**config.mk**
```make
export PLATFORM = sky130hd
export DESIGN_NAME = i2chm_master
export DESIGN_NICKNAME = d
export VERILOG_FILES = /design/src/i2chm_pkg.sv /design/src/i2chm_link_if.sv /design/src/i2chm_pin_sync.sv /design/src/i2chm_master.sv
export SDC_FILE = /design/constraint.sdc
export NUM_CORES = 1
export LEC_CHECK = 0
export ABC_AREA = 1
export BUFFER_PORTS_ARGS = -buffer_cell sky130_fd_sc_hd__buf_2
export CORE_MARGIN = 3
export CORE_UTILIZATION = 45
export DETAILED_ROUTE_END_ITERATION = 10
export GPL_ROUTABILITY_DRIVEN = 0
export PLACE_DENSITY_LB_ADDON = 0.05
export SYNTH_ARGS = -nofsm -noshare
export SYNTH_HDL_FRONTEND = slang
export SYNTH_SLANG_ARGS = --single-unit
```
**constraint.sdc**
```tcl
create_clock -name clk -period 1.8 [get_ports clk]
set_input_delay 0.36 -clock clk [delete_from_list [all_inputs] [get_ports clk]]
set_output_delay 0.36 -clock clk [all_outputs]
set_load 0.01 [all_outputs]
```
**src/i2chm_pkg.sv**
```systemverilog
`default_nettype none
package i2chm_pkg;

  // clock and bus rate
  localparam int CLK_HZ     = 125_000_000;
  localparam int SCL_HZ     = 400_000;
  // quarter bit period, rounded up so the bus never runs fast
  localparam int QTR_CYCLES = (CLK_HZ + 4 * SCL_HZ - 1) / (4 * SCL_HZ);
  localparam int QTR_W      = 16;

  // frame layout
  localparam int          ADDR_W   = 7;
  localparam int          DATA_W   = 8;
  localparam logic [3:0]  BIT_ACK  = 4'h8;
  localparam logic        RW_WRITE = 1'b0;
  localparam logic        RW_READ  = 1'b1;

  // quarter phases of a bit
  localparam logic [1:0]  PH_0 = 2'h0;
  localparam logic [1:0]  PH_1 = 2'h1;
  localparam logic [1:0]  PH_2 = 2'h2;
  localparam logic [1:0]  PH_3 = 2'h3;

  localparam logic [7:0]  LEN_ONE  = 8'h01;
  localparam logic [7:0]  LEN_ZERO = 8'h00;

  typedef enum logic [5:0] {
    ST_IDLE  = 6'b000001,
    ST_START = 6'b000010,
    ST_BITS  = 6'b000100,
    ST_WAITD = 6'b001000,
    ST_STOP  = 6'b010000,
    ST_SPARE = 6'b100000
  } i2chm_state_type;

  typedef enum logic [2:0] {
    STG_ADDR_W = 3'h0,
    STG_PTR    = 3'h1,
    STG_WDATA  = 3'h2,
    STG_ADDR_R = 3'h3,
    STG_RDATA  = 3'h4
  } i2chm_stage_type;

endpackage : i2chm_pkg
`default_nettype wire

```
**src/i2chm_link_if.sv**
```systemverilog
`default_nettype none
interface i2chm_link_if;
  logic sda_s;
  logic scl_s;
  logic tick;
  logic hold;
  modport gen  (output sda_s, output scl_s, output tick, input hold);
  modport core (input sda_s, input scl_s, input tick, output hold);
endinterface : i2chm_link_if
`default_nettype wire

```
**src/i2chm_pin_sync.sv**
```systemverilog
`default_nettype none
module i2chm_pin_sync
  import i2chm_pkg::*;
#(
  parameter int QTR = QTR_CYCLES
) (
  input  wire logic   clk,
  input  wire logic   rstn,
  input  wire logic   sda_in,
  input  wire logic   scl_in,
  i2chm_link_if.gen   lnk
);

  logic [1:0]       sda_ff;
  logic [1:0]       scl_ff;
  logic [QTR_W-1:0] qcnt;
  logic             qend;

  // two-flop synchronisers on the pins
  always_ff @(posedge clk or negedge rstn) begin
    if (!rstn) begin
      sda_ff <= 2'h3;
      scl_ff <= 2'h3;
    end else begin
      sda_ff <= {sda_ff[0], sda_in};
      scl_ff <= {scl_ff[0], scl_in};
    end
  end

  assign lnk.sda_s = sda_ff[1];
  assign lnk.scl_s = scl_ff[1];

  // quarter-period tick, frozen while scl is seen low after release
  assign qend = (qcnt == QTR_W'(QTR - 1));

  always_ff @(posedge clk or negedge rstn) begin
    if (!rstn) begin
      qcnt <= '0;
    end else if (lnk.hold) begin
      qcnt <= qcnt;
    end else if (qend) begin
      qcnt <= '0;
    end else begin
      qcnt <= qcnt + QTR_W'(1);
    end
  end

  assign lnk.tick = qend & ~lnk.hold;

endmodule : i2chm_pin_sync
`default_nettype wire

```
**src/i2chm_master.sv**
```systemverilog
`default_nettype none
module i2chm_master
  import i2chm_pkg::*;
#(
  parameter int QTR = QTR_CYCLES
) (
  input  wire logic              clk,
  input  wire logic              rstn,
  input  wire logic              cmd_valid,
  output var  logic              cmd_ready,
  input  wire logic              cmd_read,
  input  wire logic              cmd_use_ptr,
  input  wire logic [ADDR_W-1:0] cmd_addr,
  input  wire logic [DATA_W-1:0] cmd_ptr,
  input  wire logic [7:0]        cmd_len,
  input  wire logic              wr_valid,
  input  wire logic [DATA_W-1:0] wr_data,
  output var  logic              wr_ready,
  output var  logic              rd_valid,
  output var  logic [DATA_W-1:0] rd_data,
  output var  logic              done,
  output var  logic              nack,
  input  wire logic              sda_in,
  input  wire logic              scl_in,
  output var  logic              sda_out,
  output var  logic              sda_oe,
  output var  logic              scl_out,
  output var  logic              scl_oe
);

  i2chm_link_if lnk ();

  i2chm_pin_sync #(
    .QTR (QTR)
  ) u_sync (
    .clk    (clk),
    .rstn   (rstn),
    .sda_in (sda_in),
    .scl_in (scl_in),
    .lnk    (lnk.gen)
  );

  i2chm_state_type   state;
  i2chm_stage_type   stage;
  logic [1:0]        phase;
  logic [3:0]        bitn;
  logic [DATA_W-1:0] shift;
  logic [7:0]        len;
  logic [ADDR_W-1:0] addr;
  logic [DATA_W-1:0] ptr;
  logic              rd_cmd;
  logic              sample;
  logic              active;

  // open-drain lines only ever pull low
  assign sda_out = 1'b0;
  assign scl_out = 1'b0;

  // wait for a released scl to rise before time runs on
  assign lnk.hold = ~scl_oe & ~lnk.scl_s;

  wire tick      = lnk.tick;
  wire last_ph   = (phase == PH_3);
  wire ack_bit   = (bitn == BIT_ACK);
  wire rx_byte   = (stage == STG_RDATA);
  wire got_ack   = ~sample;
  wire last_rd   = (len == LEN_ONE);
  wire take_cmd  = cmd_valid & cmd_ready;
  wire take_wr   = wr_valid & wr_ready;

  // address byte with direction in bit 0
  wire [DATA_W-1:0] addr_wr = {addr, RW_WRITE};
  wire [DATA_W-1:0] addr_rd = {addr, RW_READ};
  wire [DATA_W-1:0] first_byte = (stage == STG_ADDR_R) ? addr_rd : addr_wr;

  // data bits msb first, ack bit from the receiver
  wire data_drv = ~rx_byte & ~shift[DATA_W-1];
  wire ack_drv  = rx_byte & ~last_rd;
  wire bit_drv  = ack_bit ? ack_drv : data_drv;

  // line drive per state and quarter
  logic next_sda_oe;
  logic next_scl_oe;

  always_comb begin
    next_sda_oe = sda_oe;
    next_scl_oe = scl_oe;
    unique case (state)
      ST_IDLE: begin
        next_sda_oe = 1'b0;
        next_scl_oe = 1'b0;
      end
      ST_START: begin
        unique case (phase)
          PH_0: begin
            next_sda_oe = 1'b0;
            next_scl_oe = active;
          end
          PH_1: begin
            next_sda_oe = 1'b0;
            next_scl_oe = 1'b0;
          end
          PH_2: begin
            next_sda_oe = 1'b1;
            next_scl_oe = 1'b0;
          end
          PH_3: begin
            next_sda_oe = 1'b1;
            next_scl_oe = 1'b1;
          end
        endcase
      end
      ST_BITS: begin
        unique case (phase)
          PH_0: next_scl_oe = 1'b1;
          PH_1: begin
            next_scl_oe = 1'b1;
            next_sda_oe = bit_drv;
          end
          PH_2: next_scl_oe = 1'b0;
          PH_3: next_scl_oe = 1'b0;
        endcase
      end
      ST_WAITD: next_scl_oe = 1'b1;
      ST_STOP: begin
        unique case (phase)
          PH_0: next_scl_oe = 1'b1;
          PH_1: begin
            next_sda_oe = 1'b1;
            next_scl_oe = 1'b1;
          end
          PH_2: begin
            next_sda_oe = 1'b1;
            next_scl_oe = 1'b0;
          end
          PH_3: begin
            next_sda_oe = 1'b0;
            next_scl_oe = 1'b0;
          end
        endcase
      end
      default: begin
        next_sda_oe = 1'b0;
        next_scl_oe = 1'b0;
      end
    endcase
  end

  always_ff @(posedge clk or negedge rstn) begin
    if (!rstn) begin
      sda_oe <= 1'b0;
      scl_oe <= 1'b0;
    end else begin
      sda_oe <= next_sda_oe;
      scl_oe <= next_scl_oe;
    end
  end

  // sample sda at the end of the first high quarter
  always_ff @(posedge clk or negedge rstn) begin
    if (!rstn) begin
      sample <= 1'b1;
    end else if (state == ST_BITS && tick && phase == PH_2) begin
      sample <= lnk.sda_s;
    end
  end

  // command and byte sequencer
  always_ff @(posedge clk or negedge rstn) begin
    if (!rstn) begin
      state     <= ST_IDLE;
      stage     <= STG_ADDR_W;
      phase     <= PH_0;
      bitn      <= '0;
      shift     <= '0;
      len       <= '0;
      addr      <= '0;
      ptr       <= '0;
      rd_cmd    <= 1'b0;
      active    <= 1'b0;
      cmd_ready <= 1'b1;
      wr_ready  <= 1'b0;
      rd_valid  <= 1'b0;
      rd_data   <= '0;
      done      <= 1'b0;
      nack      <= 1'b0;
    end else begin
      rd_valid <= 1'b0;
      done     <= 1'b0;
      unique case (state)
        ST_IDLE: begin
          if (take_cmd) begin
            cmd_ready <= 1'b0;
            nack      <= 1'b0;
            addr      <= cmd_addr;
            ptr       <= cmd_ptr;
            rd_cmd    <= cmd_read;
            len       <= (cmd_read && cmd_len == LEN_ZERO) ? LEN_ONE : cmd_len;
            // read may skip the pointer and continue where it stood
            stage     <= (cmd_read && !cmd_use_ptr) ? STG_ADDR_R : STG_ADDR_W;
            phase     <= PH_0;
            state     <= ST_START;
          end
        end
        ST_START: begin
          if (tick) begin
            phase <= phase + 2'h1;
            if (last_ph) begin
              active <= 1'b1;
              shift  <= first_byte;
              bitn   <= '0;
              state  <= ST_BITS;
            end
          end
        end
        ST_BITS: begin
          if (tick) begin
            phase <= phase + 2'h1;
            if (last_ph && !ack_bit) begin
              bitn  <= bitn + 4'h1;
              shift <= {shift[DATA_W-2:0], sample};
            end else if (last_ph) begin
              bitn <= '0;
              unique case (stage)
                STG_ADDR_W: begin
                  if (got_ack) begin
                    stage <= STG_PTR;
                    shift <= ptr;
                  end else begin
                    nack  <= 1'b1;
                    state <= ST_STOP;
                  end
                end
                STG_PTR: begin
                  if (!got_ack) begin
                    nack  <= 1'b1;
                    state <= ST_STOP;
                  end else if (rd_cmd) begin
                    stage <= STG_ADDR_R;
                    state <= ST_START;
                  end else if (len == LEN_ZERO) begin
                    state <= ST_STOP;
                  end else begin
                    stage    <= STG_WDATA;
                    wr_ready <= 1'b1;
                    state    <= ST_WAITD;
                  end
                end
                STG_WDATA: begin
                  len <= len - 8'h01;
                  if (!got_ack || last_rd) begin
                    nack  <= ~got_ack;
                    state <= ST_STOP;
                  end else begin
                    wr_ready <= 1'b1;
                    state    <= ST_WAITD;
                  end
                end
                STG_ADDR_R: begin
                  if (got_ack) begin
                    stage <= STG_RDATA;
                  end else begin
                    nack  <= 1'b1;
                    state <= ST_STOP;
                  end
                end
                default: begin
                  rd_valid <= 1'b1;
                  rd_data  <= shift;
                  len      <= len - 8'h01;
                  if (last_rd) begin
                    state <= ST_STOP;
                  end
                  // more bytes follow from the next register
                end
              endcase
            end
          end
        end
        ST_WAITD: begin
          // scl held low until the user supplies the byte
          phase <= PH_0;
          if (take_wr) begin
            wr_ready <= 1'b0;
            shift    <= wr_data;
            state    <= ST_BITS;
          end
        end
        ST_STOP: begin
          if (tick) begin
            phase <= phase + 2'h1;
            if (last_ph) begin
              active    <= 1'b0;
              done      <= 1'b1;
              cmd_ready <= 1'b1;
              state     <= ST_IDLE;
            end
          end
        end
        default: begin
          state     <= ST_IDLE;
          cmd_ready <= 1'b1;
        end
      endcase
    end
  end

endmodule : i2chm_master
`default_nettype wire

```
==> results of run 1 <==
where the power goes:
group / switching (µW) / internal (µW)
clock network: 709 / 719
logic: 2240 / 1700
registers: 483 / 2450
total: 3440 / 4870
layout by cell type, fill, tap and decap left out, types with 11 or more instances in the layout:
cell type,Yosys,layout
nand4_1,20,20
clkbuf_8,0,11
buf_2,1,52
o21ai_0,33,32
dfrtp_1,76,74
inv_2,6,13
inv_1,75,67
nor3_1,12,12
buf_4,3,44
nor2_1,54,40
nand3_1,71,63
nand2_1,192,181
nor2_2,8,15
flip-flops by register name (all words and copies together), names as in the netlist:
| signal | cells |
|---|---|
| u_sync.sda_ff | 2 |
| sample | 1 |
| shift | 8 |
| scl_oe | 1 |
| rd_cmd | 1 |
| active | 1 |
| bitn | 4 |
| sda_oe | 1 |
| rd_valid | 1 |
| addr | 7 |
| phase | 2 |
| len | 8 |
| u_sync.scl_ff | 2 |
| wr_ready | 1 |
| u_sync.qcnt | 16 |
| cmd_ready | 1 |
| done | 1 |
| state | 5 |
| stage | 3 |
| nack | 1 |
| ptr | 8 |
| rd_data | 8 |
critical path, stage by stage (launching register included):
cell and delay, ps:
dfrtp_1 420, inv_1 90, ha_2 210, nand2_1 70, nor2_2 120, nand3_4 130, buf_4 170, a21oi_4 210
nand3_1 100, nand2_1 80, nand2_1 40
per-layer routing:
metal / vias up / share of wire [%]
met5: - / 0
met4: 0 / 0.99
met3: 13 / 3.7
met2: 86 / 46
met1: 2118 / 49
li1: 2314 / -
what timing repair did:
| action | 4_1_cts | 5_1_grt |
|---|---|---|
| endpoints found under the hold margin | 0 | 0 |
| gates resized for setup | 3 | 73 |
| gates cloned | 0 | 1 |
| pin swaps | 0 | 26 |
| buffers inserted | 0 | 14 |
| setup endpoints to repair | 11 | 60 |
path summary, 6_finish.rpt:
kind	start	to	cells after the start
max in group asynchronous	rstn	sample	2
worst max-delay path	u_sync.qcnt[0]	state[2]	10
worst min-delay path	rstn	u_sync.qcnt[9]	2
worst min register to register	u_sync.sda_ff[0]	u_sync.sda_ff[1]	0
min in group clk	sda_in	u_sync.sda_ff[0]	1
worst max register to register	u_sync.qcnt[0]	state[2]	10
through the flow:
stage	TNS, ps	total power [µW]	instance area [µm²]	worst slack, ps
after floorplan	0	5280	4990	98.0
after global placement	0	6260	5640	14.7
after detailed placement	-25.2	6320	5640	-9.27
after CTS	0	7800	5860	16.3
after global routing	-411	8970	6230	-68.1
final	0	8300	6230	51.0
cell type report:
class	count	area share, %
clock buffer	11	2.43
clock inverter	5	0.984
inverter	81	4.92
multi-input combinational	476	43.6
sequential	83	33.5
tap	136	2.73
timing repair buffer	106	11.8
cells by family (layout without fill, tap and decap cells):
logic type / after synthesis / count (layout)
buf+inv: 96 / 203
xor+xnor: 9 / 9
compound gates: 63 / 63
fa+ha+maj: 11 / 11
other cells: 1 / 2
mux: 15 / 15
flops: 83 / 83
simple gates: 375 / 376
==> impl_metrics.json, run 1 <==
{
  "status": "finished, final reports clean",
  "max_freq_mhz": 572,
  "drive_gt1_share_pct": 29.8,
  "p_leak_uw": 0.00325,
  "synth_ff_type": "dfrtp_1",
  "start_util_pct": 47.3,
  "hold_ws_ps": 7.57,
  "critPathArrivalTime_ps": 2010,
  "syn_area_um2": 4990,
  "finClkSkew_ps": 10.1,
  "synth_top_area_share_pct": 38.1,
  "seq_area_um2": 2090,
  "ys_types": 43,
  "synth.yosys.warnings": 0,
  "areaGrowthSynthToFinish_pct": 24.8,
  "synth_largest_area_cell": "dfrtp_1",
  "peakVddDrop_v": 0.000608,
  "grt_pass1_vias": 4462,
  "required_ps": 2060,
  "drt-total-wl_um": 12700,
  "num_vias": 4531,
  "top_usage_layer": "met2",
  "via_per_inst": 5.05,
  "wire_per_inst_um": 14.2,
  "yosys.area_share.adder_pct": 2.76,
  "gr-usage-met1_pct": 29.8,
  "die-height_um": 111,
  "diodes": 0,
  "hpwl_um": 9440,
  "end_kind": "flop",
  "synth_seq_cells": 83,
  "grt_max_degree": 84,
  "p_per_area_nw_per_um2": 1330,
  "drv_cap": 0,
  "startpoint_type": "flop",
  "die-area_um2": 12400,
  "post-route-util_pct": 59.0,
  "hold_viol_final": 0,
  "h-tree-depth": 3,
  "synth.area.mux_share_pct": 3.99,
  "grt_remaining_overflow": 0,
  "clockBufferDepth": 2,
  "yosys.area_share.simple_pct": 33.6,
  "first_iter_violations": 262,
  "synth-xor-area-share_pct": 1.58,
  "synth-edff-count": 0,
  "rsz0062_at_grt": "yes",
  "antenna_found_initial": 0,
  "multi_input_area_um2": 2710,
  "drtAntennaViolNets": 0,
  "io_pins": 56,
  "clk_pin_slew_ps": 90,
  "drc": 0,
  "finalSetupViolations": 0,
  "yosys.cell_count.top_type": "nand2_1",
  "cts_tree": "done",
  "dr.pass1.iters": 4,
  "cts_sinks": 83,
  "dieWidth_um": 111,
  "grt_pass1_wl_um": 21200,
  "synth.avg_cell_area_um2": 7.64,
  "path_class": "flop to flop",
  "hold_buffers": 0,
  "insertion_delay_ps": 360,
  "use_met3_pct": 2.57,
  "nNetsFinal": 807,
  "cts_made_buffers": 9,
  "use_met2_pct": 32.4,
  "synth_common_cells": "nand2_1 (192), dfrtp_1 (76), inv_1 (75)",
  "fillers": 976,
  "critPathMaxFanout": 7,
  "grt_util_all_layers_pct": 20.6,
  "synth_compound_area_share_pct": 7.32,
  "synth_area_leaders": "dfrtp_1 (38%), nand2_1 (14%), nand3_1 (7.1%), inv_1 (5.6%), nor2_1 (4.1%)",
  "report.final.slew_viol_count": 0,
  "synth-async-reset-ratio_pct": 100,
  "core.rowCount": 37,
  "numPlacedInstances": 867,
  "period_minus_slack_ps": 1750,
  "min_period_over_period_pct": 97.2,
  "instances_no_fill": 898,
  "rrSetupSlack_ps": 50,
  "port_buffers": 53,
  "seq_area_frac_synth_pct": 41.8,
  "synthCells": 653,
  "synth_top_family_by_area": "simple AND/OR/NAND/NOR gates",
  "core_area_um2": 10600,
  "cts-root-buf": "clkbuf_8",
  "hold_path_class": "input port to asynchronous set/reset pin"
}
Note: power is estimated with default switching activity, not from simulation.
==> run 2: changes to the inputs <==
--- a/config.mk
+++ b/config.mk
@@ -5,7 +5,7 @@
 export SDC_FILE = /design/constraint.sdc
 export NUM_CORES = 1
 export LEC_CHECK = 0
-export ABC_AREA = 1
+export ABC_AREA = 0
 export BUFFER_PORTS_ARGS = -buffer_cell sky130_fd_sc_hd__buf_2
 export CORE_MARGIN = 3
 export CORE_UTILIZATION = 45
==> impl_metrics.json, run 2 <==
{
  "status": "finished, violations left",
  "violations": "negative setup slack",
  "synthCells": 430,
  "rsz0062_at_grt": "yes",
  "hold_path_class": "input port to asynchronous set/reset pin",
  "layout_setup_ws_ps": -186,
  "placed_area_um2": 5830,
  "startpoint_type": "flop",
  "min_period_over_period_pct": 110,
  "required_ps": 2040,
  "peakVddDrop_v": 0.000753,
  "synth_area_leaders": "dfrtp_1 (41%), mux2_2 (8.1%), dfstp_2 (4.0%), ha_1 (3.0%), nand2_1 (2.8%)",
  "start_util_pct": 46.5,
  "synth_seq_cells": 83,
  "synth.yosys.warnings": 0,
  "final_common_cell": "buf_4",
  "drt-total-wl_um": 12900,
  "finClkSkew_ps": 24.1,
  "period_minus_slack_ps": 1990,
  "areaGrowthSynthToFinish_pct": 45.6,
  "seq_area_um2": 2090,
  "largest_register_ffs": 16,
  "synth.avg_cell_area_um2": 10.7,
  "stdcell_area_um2": 6680,
  "drtAntennaViolNets": 0,
  "via_per_inst": 5.34,
  "grt_pass1_wl_um": 21000,
  "nNetsFinal": 661,
  "antenna_found_initial": 0,
  "dr.pass1.iters": 5,
  "layout_common_cells": "buf_4 (113), dfrtp_1 (73), buf_2 (53)",
  "h-tree-depth": 3,
  "clk_pin_slew_ps": 90,
  "hpwl_um": 8950,
  "critPathArrivalTime_ps": 2230,
  "seq_area_frac_synth_pct": 45.5,
  "report.final.slew_viol_count": 0,
  "drive_gt1_share_pct": 52.4,
  "p_leak_uw": 0.00306,
  "grt_max_degree": 84,
  "fillers": 766,
  "cts_made_buffers": 9,
  "path_class": "flop to flop",
  "num_vias": 4002,
  "hold_viol_final": 0,
  "ys_types": 66,
  "max_freq_mhz": 503,
  "synth-async-reset-ratio_pct": 100,
  "io_pins": 56,
  "die-height_um": 107,
  "insertion_delay_ps": 370,
  "clockBufferDepth": 2,
  "synth-edff-count": 0,
  "first_iter_violations": 196,
  "setup_tns_ps": -4830,
  "grt_util_all_layers_pct": 23.3,
  "yosys.cell_count.top_type": "dfrtp_1",
  "drv_cap": 0,
  "core.rowCount": 36,
  "synth_ff_type": "dfrtp_1",
  "synth_top_area_share_pct": 41.5,
  "post-route-util_pct": 67.7,
  "hold_buffers": 0,
  "cts-root-buf": "clkbuf_8",
  "wire_per_inst_um": 17.2,
  "critPathMaxFanout": 8,
  "cts_sinks": 83,
  "grt_remaining_overflow": 0,
  "top_register": "u_sync.qcnt",
  "synth_common_cells": "dfrtp_1 (76), nand2_1 (34), mux2_2 (33)",
  "cts_tree": "done",
  "drc": 0,
  "syn_area_um2": 4590,
  "dieWidth_um": 107,
  "core_area_um2": 9860,
  "synth_largest_area_cell": "dfrtp_1",
  "grt_pass1_vias": 4108,
  "port_buffers": 53,
  "diodes": 0,
  "multi_input_area_um2": 2700,
  "die-area_um2": 11400,
  "end_kind": "flop",
  "hold_ws_ps": 12.5,
  "p_per_area_nw_per_um2": 1300,
  "finalSetupViolations": 40
}
run 2: worst paths after layout:
| kind | from | end | slack (ps) | cells after the start |
|---|---|---|---|---|
| setup / recovery | u_sync.qcnt[9] | rd_data[7] | -190 | 6 |
| hold / removal | rstn | u_sync.qcnt[11] | 10 | 2 |
| min in group clk | scl_in | u_sync.scl_ff[0] | 80 | 1 |
| max in group asynchronous | rstn | state[4] | 1410 | 2 |
| hold reg to reg | u_sync.sda_ff[0] | u_sync.sda_ff[1] | 360 | 0 |
| setup reg to reg | u_sync.qcnt[9] | rd_data[7] | -190 | 6 |
run 2: logic make-up after synthesis:
family,after synthesis,synth area share (%)
AND/OR/NAND/NOR,138,17.6
XOR/XNOR,13,2.48
adder cells (fa/ha/maj),11,3.00
multiplexers,46,11.0
buffers and inverters,36,3.93
other,1,0.0818
AO/OA/AOI/OAI,102,16.4
flip-flops,83,45.5
run 2: stage by stage:
stage | power [µW] | std cells | setup slack, ps
floorplan | 4840 | 431 | -85.4
global placement | 6280 | 710 | -168
detailed placement | 6340 | 710 | -254
CTS | 8300 | 734 | -158
global route | 9240 | 749 | -270
finish | 8690 | 749 | -186
run 2: where the power goes:
part | switching [µW] | total [µW] | internal, µW
Sequential | 446 | 2860 | 2410
Combinational | 1930 | 4260 | 2330
Clock | 768 | 1570 | 806
Total | 3140 | 8690 | 5550
run 2: critical path, stage by stage, from the launching register on:
cell and delay (ps):
dfrtp_1 420, nor4b_4 310, buf_4 160, nand4_4 130
nor2_4 250, nand4_4 250, mux2_4 360
run 2: area by class of cell:
| cell class | instances | area share (%) |
|---|---|---|
| clock buffers | 9 | 1.85 |
| clock inverters | 7 | 1.57 |
| multi-input cells | 312 | 40.4 |
| inverters | 18 | 1.01 |
| repair buffers | 187 | 21.4 |
| well taps | 133 | 2.49 |
| flip-flops and latches | 83 | 31.3 |
run 2: repair_timing:
| action | 4_1_cts | 5_1_grt |
|---|---|---|
| gates resized for setup | 38 | 65 |
| pin swaps | 16 | 34 |
| cloned | 3 | 0 |
| setup endpoints to repair | 59 | 63 |
| buffers inserted | 5 | 19 |
run 2: layer usage:
| layer | GRT usage [%] | routed length, µm | up-vias | part of all wire, % |
|---|---|---|---|---|
| met4 | 6.48 | 321 | 0 | 2.5 |
| met3 | 4.46 | 579 | 23 | 4.5 |
| met5 | 0 | 0 | - | 0 |
| met2 | 38.3 | 6220 | 94 | 48 |
| li1 | - | - | 1947 | - |
| met1 | 31.6 | 5790 | 1938 | 45 |
==> run 3: changes to the inputs <==
==> constraint.sdc (replaced) <==
create_clock -name clk -period 1.99 [get_ports clk]
set_input_delay 0.398 -clock clk [delete_from_list [all_inputs] [get_ports clk]]
set_output_delay 0.398 -clock clk [all_outputs]
set_load 0.01 [all_outputs]
==> impl_metrics.json, run 3 (synthesis results as in run 2) <==
{
  "slowest_delay_ps": 460,
  "dieWidth_um": 107,
  "max_freq_mhz": 492,
  "clockBufferDepth": 2,
  "port_buffers": 53,
  "multi_input_area_um2": 2420,
  "drc": 0,
  "p_per_area_nw_per_um2": 1140,
  "grt_pass1_wl_um": 19600,
  "grt_util_all_layers_pct": 21.8,
  "io_pins": 56,
  "largest_register_ffs": 16,
  "final_common_cell": "buf_4",
  "start_util_pct": 46.5,
  "rr_startpoint": "state[1]",
  "drtAntennaViolNets": 0,
  "fillers": 849,
  "drt-total-wl_um": 11900,
  "h-tree-depth": 3,
  "numPlacedInstances": 679,
  "via_per_inst": 5.49,
  "seq_area_um2": 2090,
  "wire_per_inst_um": 16.9,
  "violations": "negative setup slack",
  "layout_common_cells": "buf_4 (78), dfrtp_1 (75), buf_2 (52)",
  "drive_gt1_share_pct": 41.1,
  "dr.pass1.iters": 5,
  "crit_start": "state[1]",
  "placed_area_um2": 5540,
  "r2r_end": "stage[0]",
  "top_layer": "met4",
  "min_path_cells": 1,
  "core_area_um2": 9860,
  "finalSetupViolations": 2,
  "worst-path-buf-inv": 1,
  "antenna_found_initial": 0,
  "hold_viol_final": 0,
  "rsz0062_at_grt": "yes",
  "period_minus_slack_ps": 2030,
  "grt_pass1_vias": 3904,
  "cts_tree": "done",
  "cts_sinks": 83,
  "finClkSkew_ps": 12.2,
  "path_class": "flop to flop",
  "first_iter_violations": 203,
  "required_ps": 2250,
  "areaGrowthSynthToFinish_pct": 28.1,
  "crit_slowest_cell": "dfrtp_2",
  "die-height_um": 107,
  "wl_met2_um": 5590,
  "rr_worst_depth": 6,
  "startpoint_type": "flop",
  "cts-root-buf": "clkbuf_8",
  "die-area_um2": 11400,
  "status": "finished, violations left",
  "met3_length_um": 557,
  "num_vias": 3844,
  "top_register": "u_sync.qcnt",
  "p_leak_uw": 0.00271,
  "hold_ws_ps": 118,
  "grt_remaining_overflow": 0,
  "drv_cap": 0,
  "min_to": "u_sync.scl_ff[0]",
  "cp_top_family": "simple AND/OR/NAND/NOR gates",
  "diodes": 0,
  "path_cells": "nor4_4, and2_4, buf_6, nand4_4, a211oi_2, mux2_4",
  "peakVddDrop_v": 0.000602,
  "setup_tns_ps": -45.2,
  "clk_pin_slew_ps": 100,
  "hold_path_class": "input port to flop",
  "end_kind": "flop",
  "hp-start": "scl_in",
  "insertion_delay_ps": 370,
  "m1WireLength_um": 5480,
  "hpwl_um": 8970,
  "grt_max_degree": 43,
  "nNetsFinal": 612,
  "core.rowCount": 36,
  "rrSetupSlack_ps": -40,
  "cts_made_buffers": 9,
  "critPathArrivalTime_ps": 2290,
  "report.final.slew_viol_count": 0,
  "critPathMaxFanout": 5,
  "post-route-util_pct": 59.6,
  "instances_no_fill": 700,
  "min_period_over_period_pct": 102,
  "layout_setup_ws_ps": -41.2,
  "stdcell_area_um2": 5880
}
## run 3: changes by cell type in the layout (fill, tap and decap cells not counted), sizes merged
cell and delta:
buf -50, bufinv -2, clkbuf +1, clkinv +1, clkinvlp +1, dlygate4sd3 +1, inv -1
## run 3: how the worst max path moves through the flow
stage	cells after the start	to	slack (ps)
floorplan	8	stage[0]	10
global placement	7	wr_ready	-80
detailed placement	5	wr_ready	-130
CTS	5	wr_ready	-30
global route	6	stage[0]	-90
finish	6	stage[0]	-40
## run 3: per-layer routing
layer  up-vias  GRT usage [%]
met5         -              0
met4         0           6.58
met3        16           5.36
met2        96           34.4
met1      1884           29.8
li1       1848              -
## run 3: cell type report
cell class	instances	share of cell area, %
multi-input cells	312	41.2
well taps	133	2.83
inverters	18	1.15
flip-flops and latches	83	35.5
repair buffers	138	16.2
clock buffers	10	2.34
clock inverters	6	0.788
## run 3: worst reg2reg max path: stages (launching register included)
cell,delay [ps]
dfrtp_2,460
nor4_4,410
and2_4,240
buf_6,120
nand4_4,70
a211oi_2,300
mux2_4,320
## run 3: report_power, final
| part | switching (µW) | internal (µW) |
|---|---|---|
| Sequential | 374 | 2180 |
| Clock | 678 | 499 |
| Combinational | 1440 | 1520 |
## run 3: repair_timing
action / in CTS / in global routing
setup buffers: 1 / 3
pin swaps: 5 / 7
setup endpoints to repair: 24 / 31
endpoints found under the hold margin: 26 / 0
resized for setup: 12 / 20
hold buffers: 1 / 0
## run 3: per-stage QoR
stage | setup WS (ps) | total power [µW]
4_1_cts | -25.6 | 6650
5_1_grt | -90.1 | 7190
2_1_floorplan | 12.9 | 4290
3_3_place_gp | -75.2 | 5340
3_5_place_dp | -135 | 5430
6_report | -41.2 | 6690
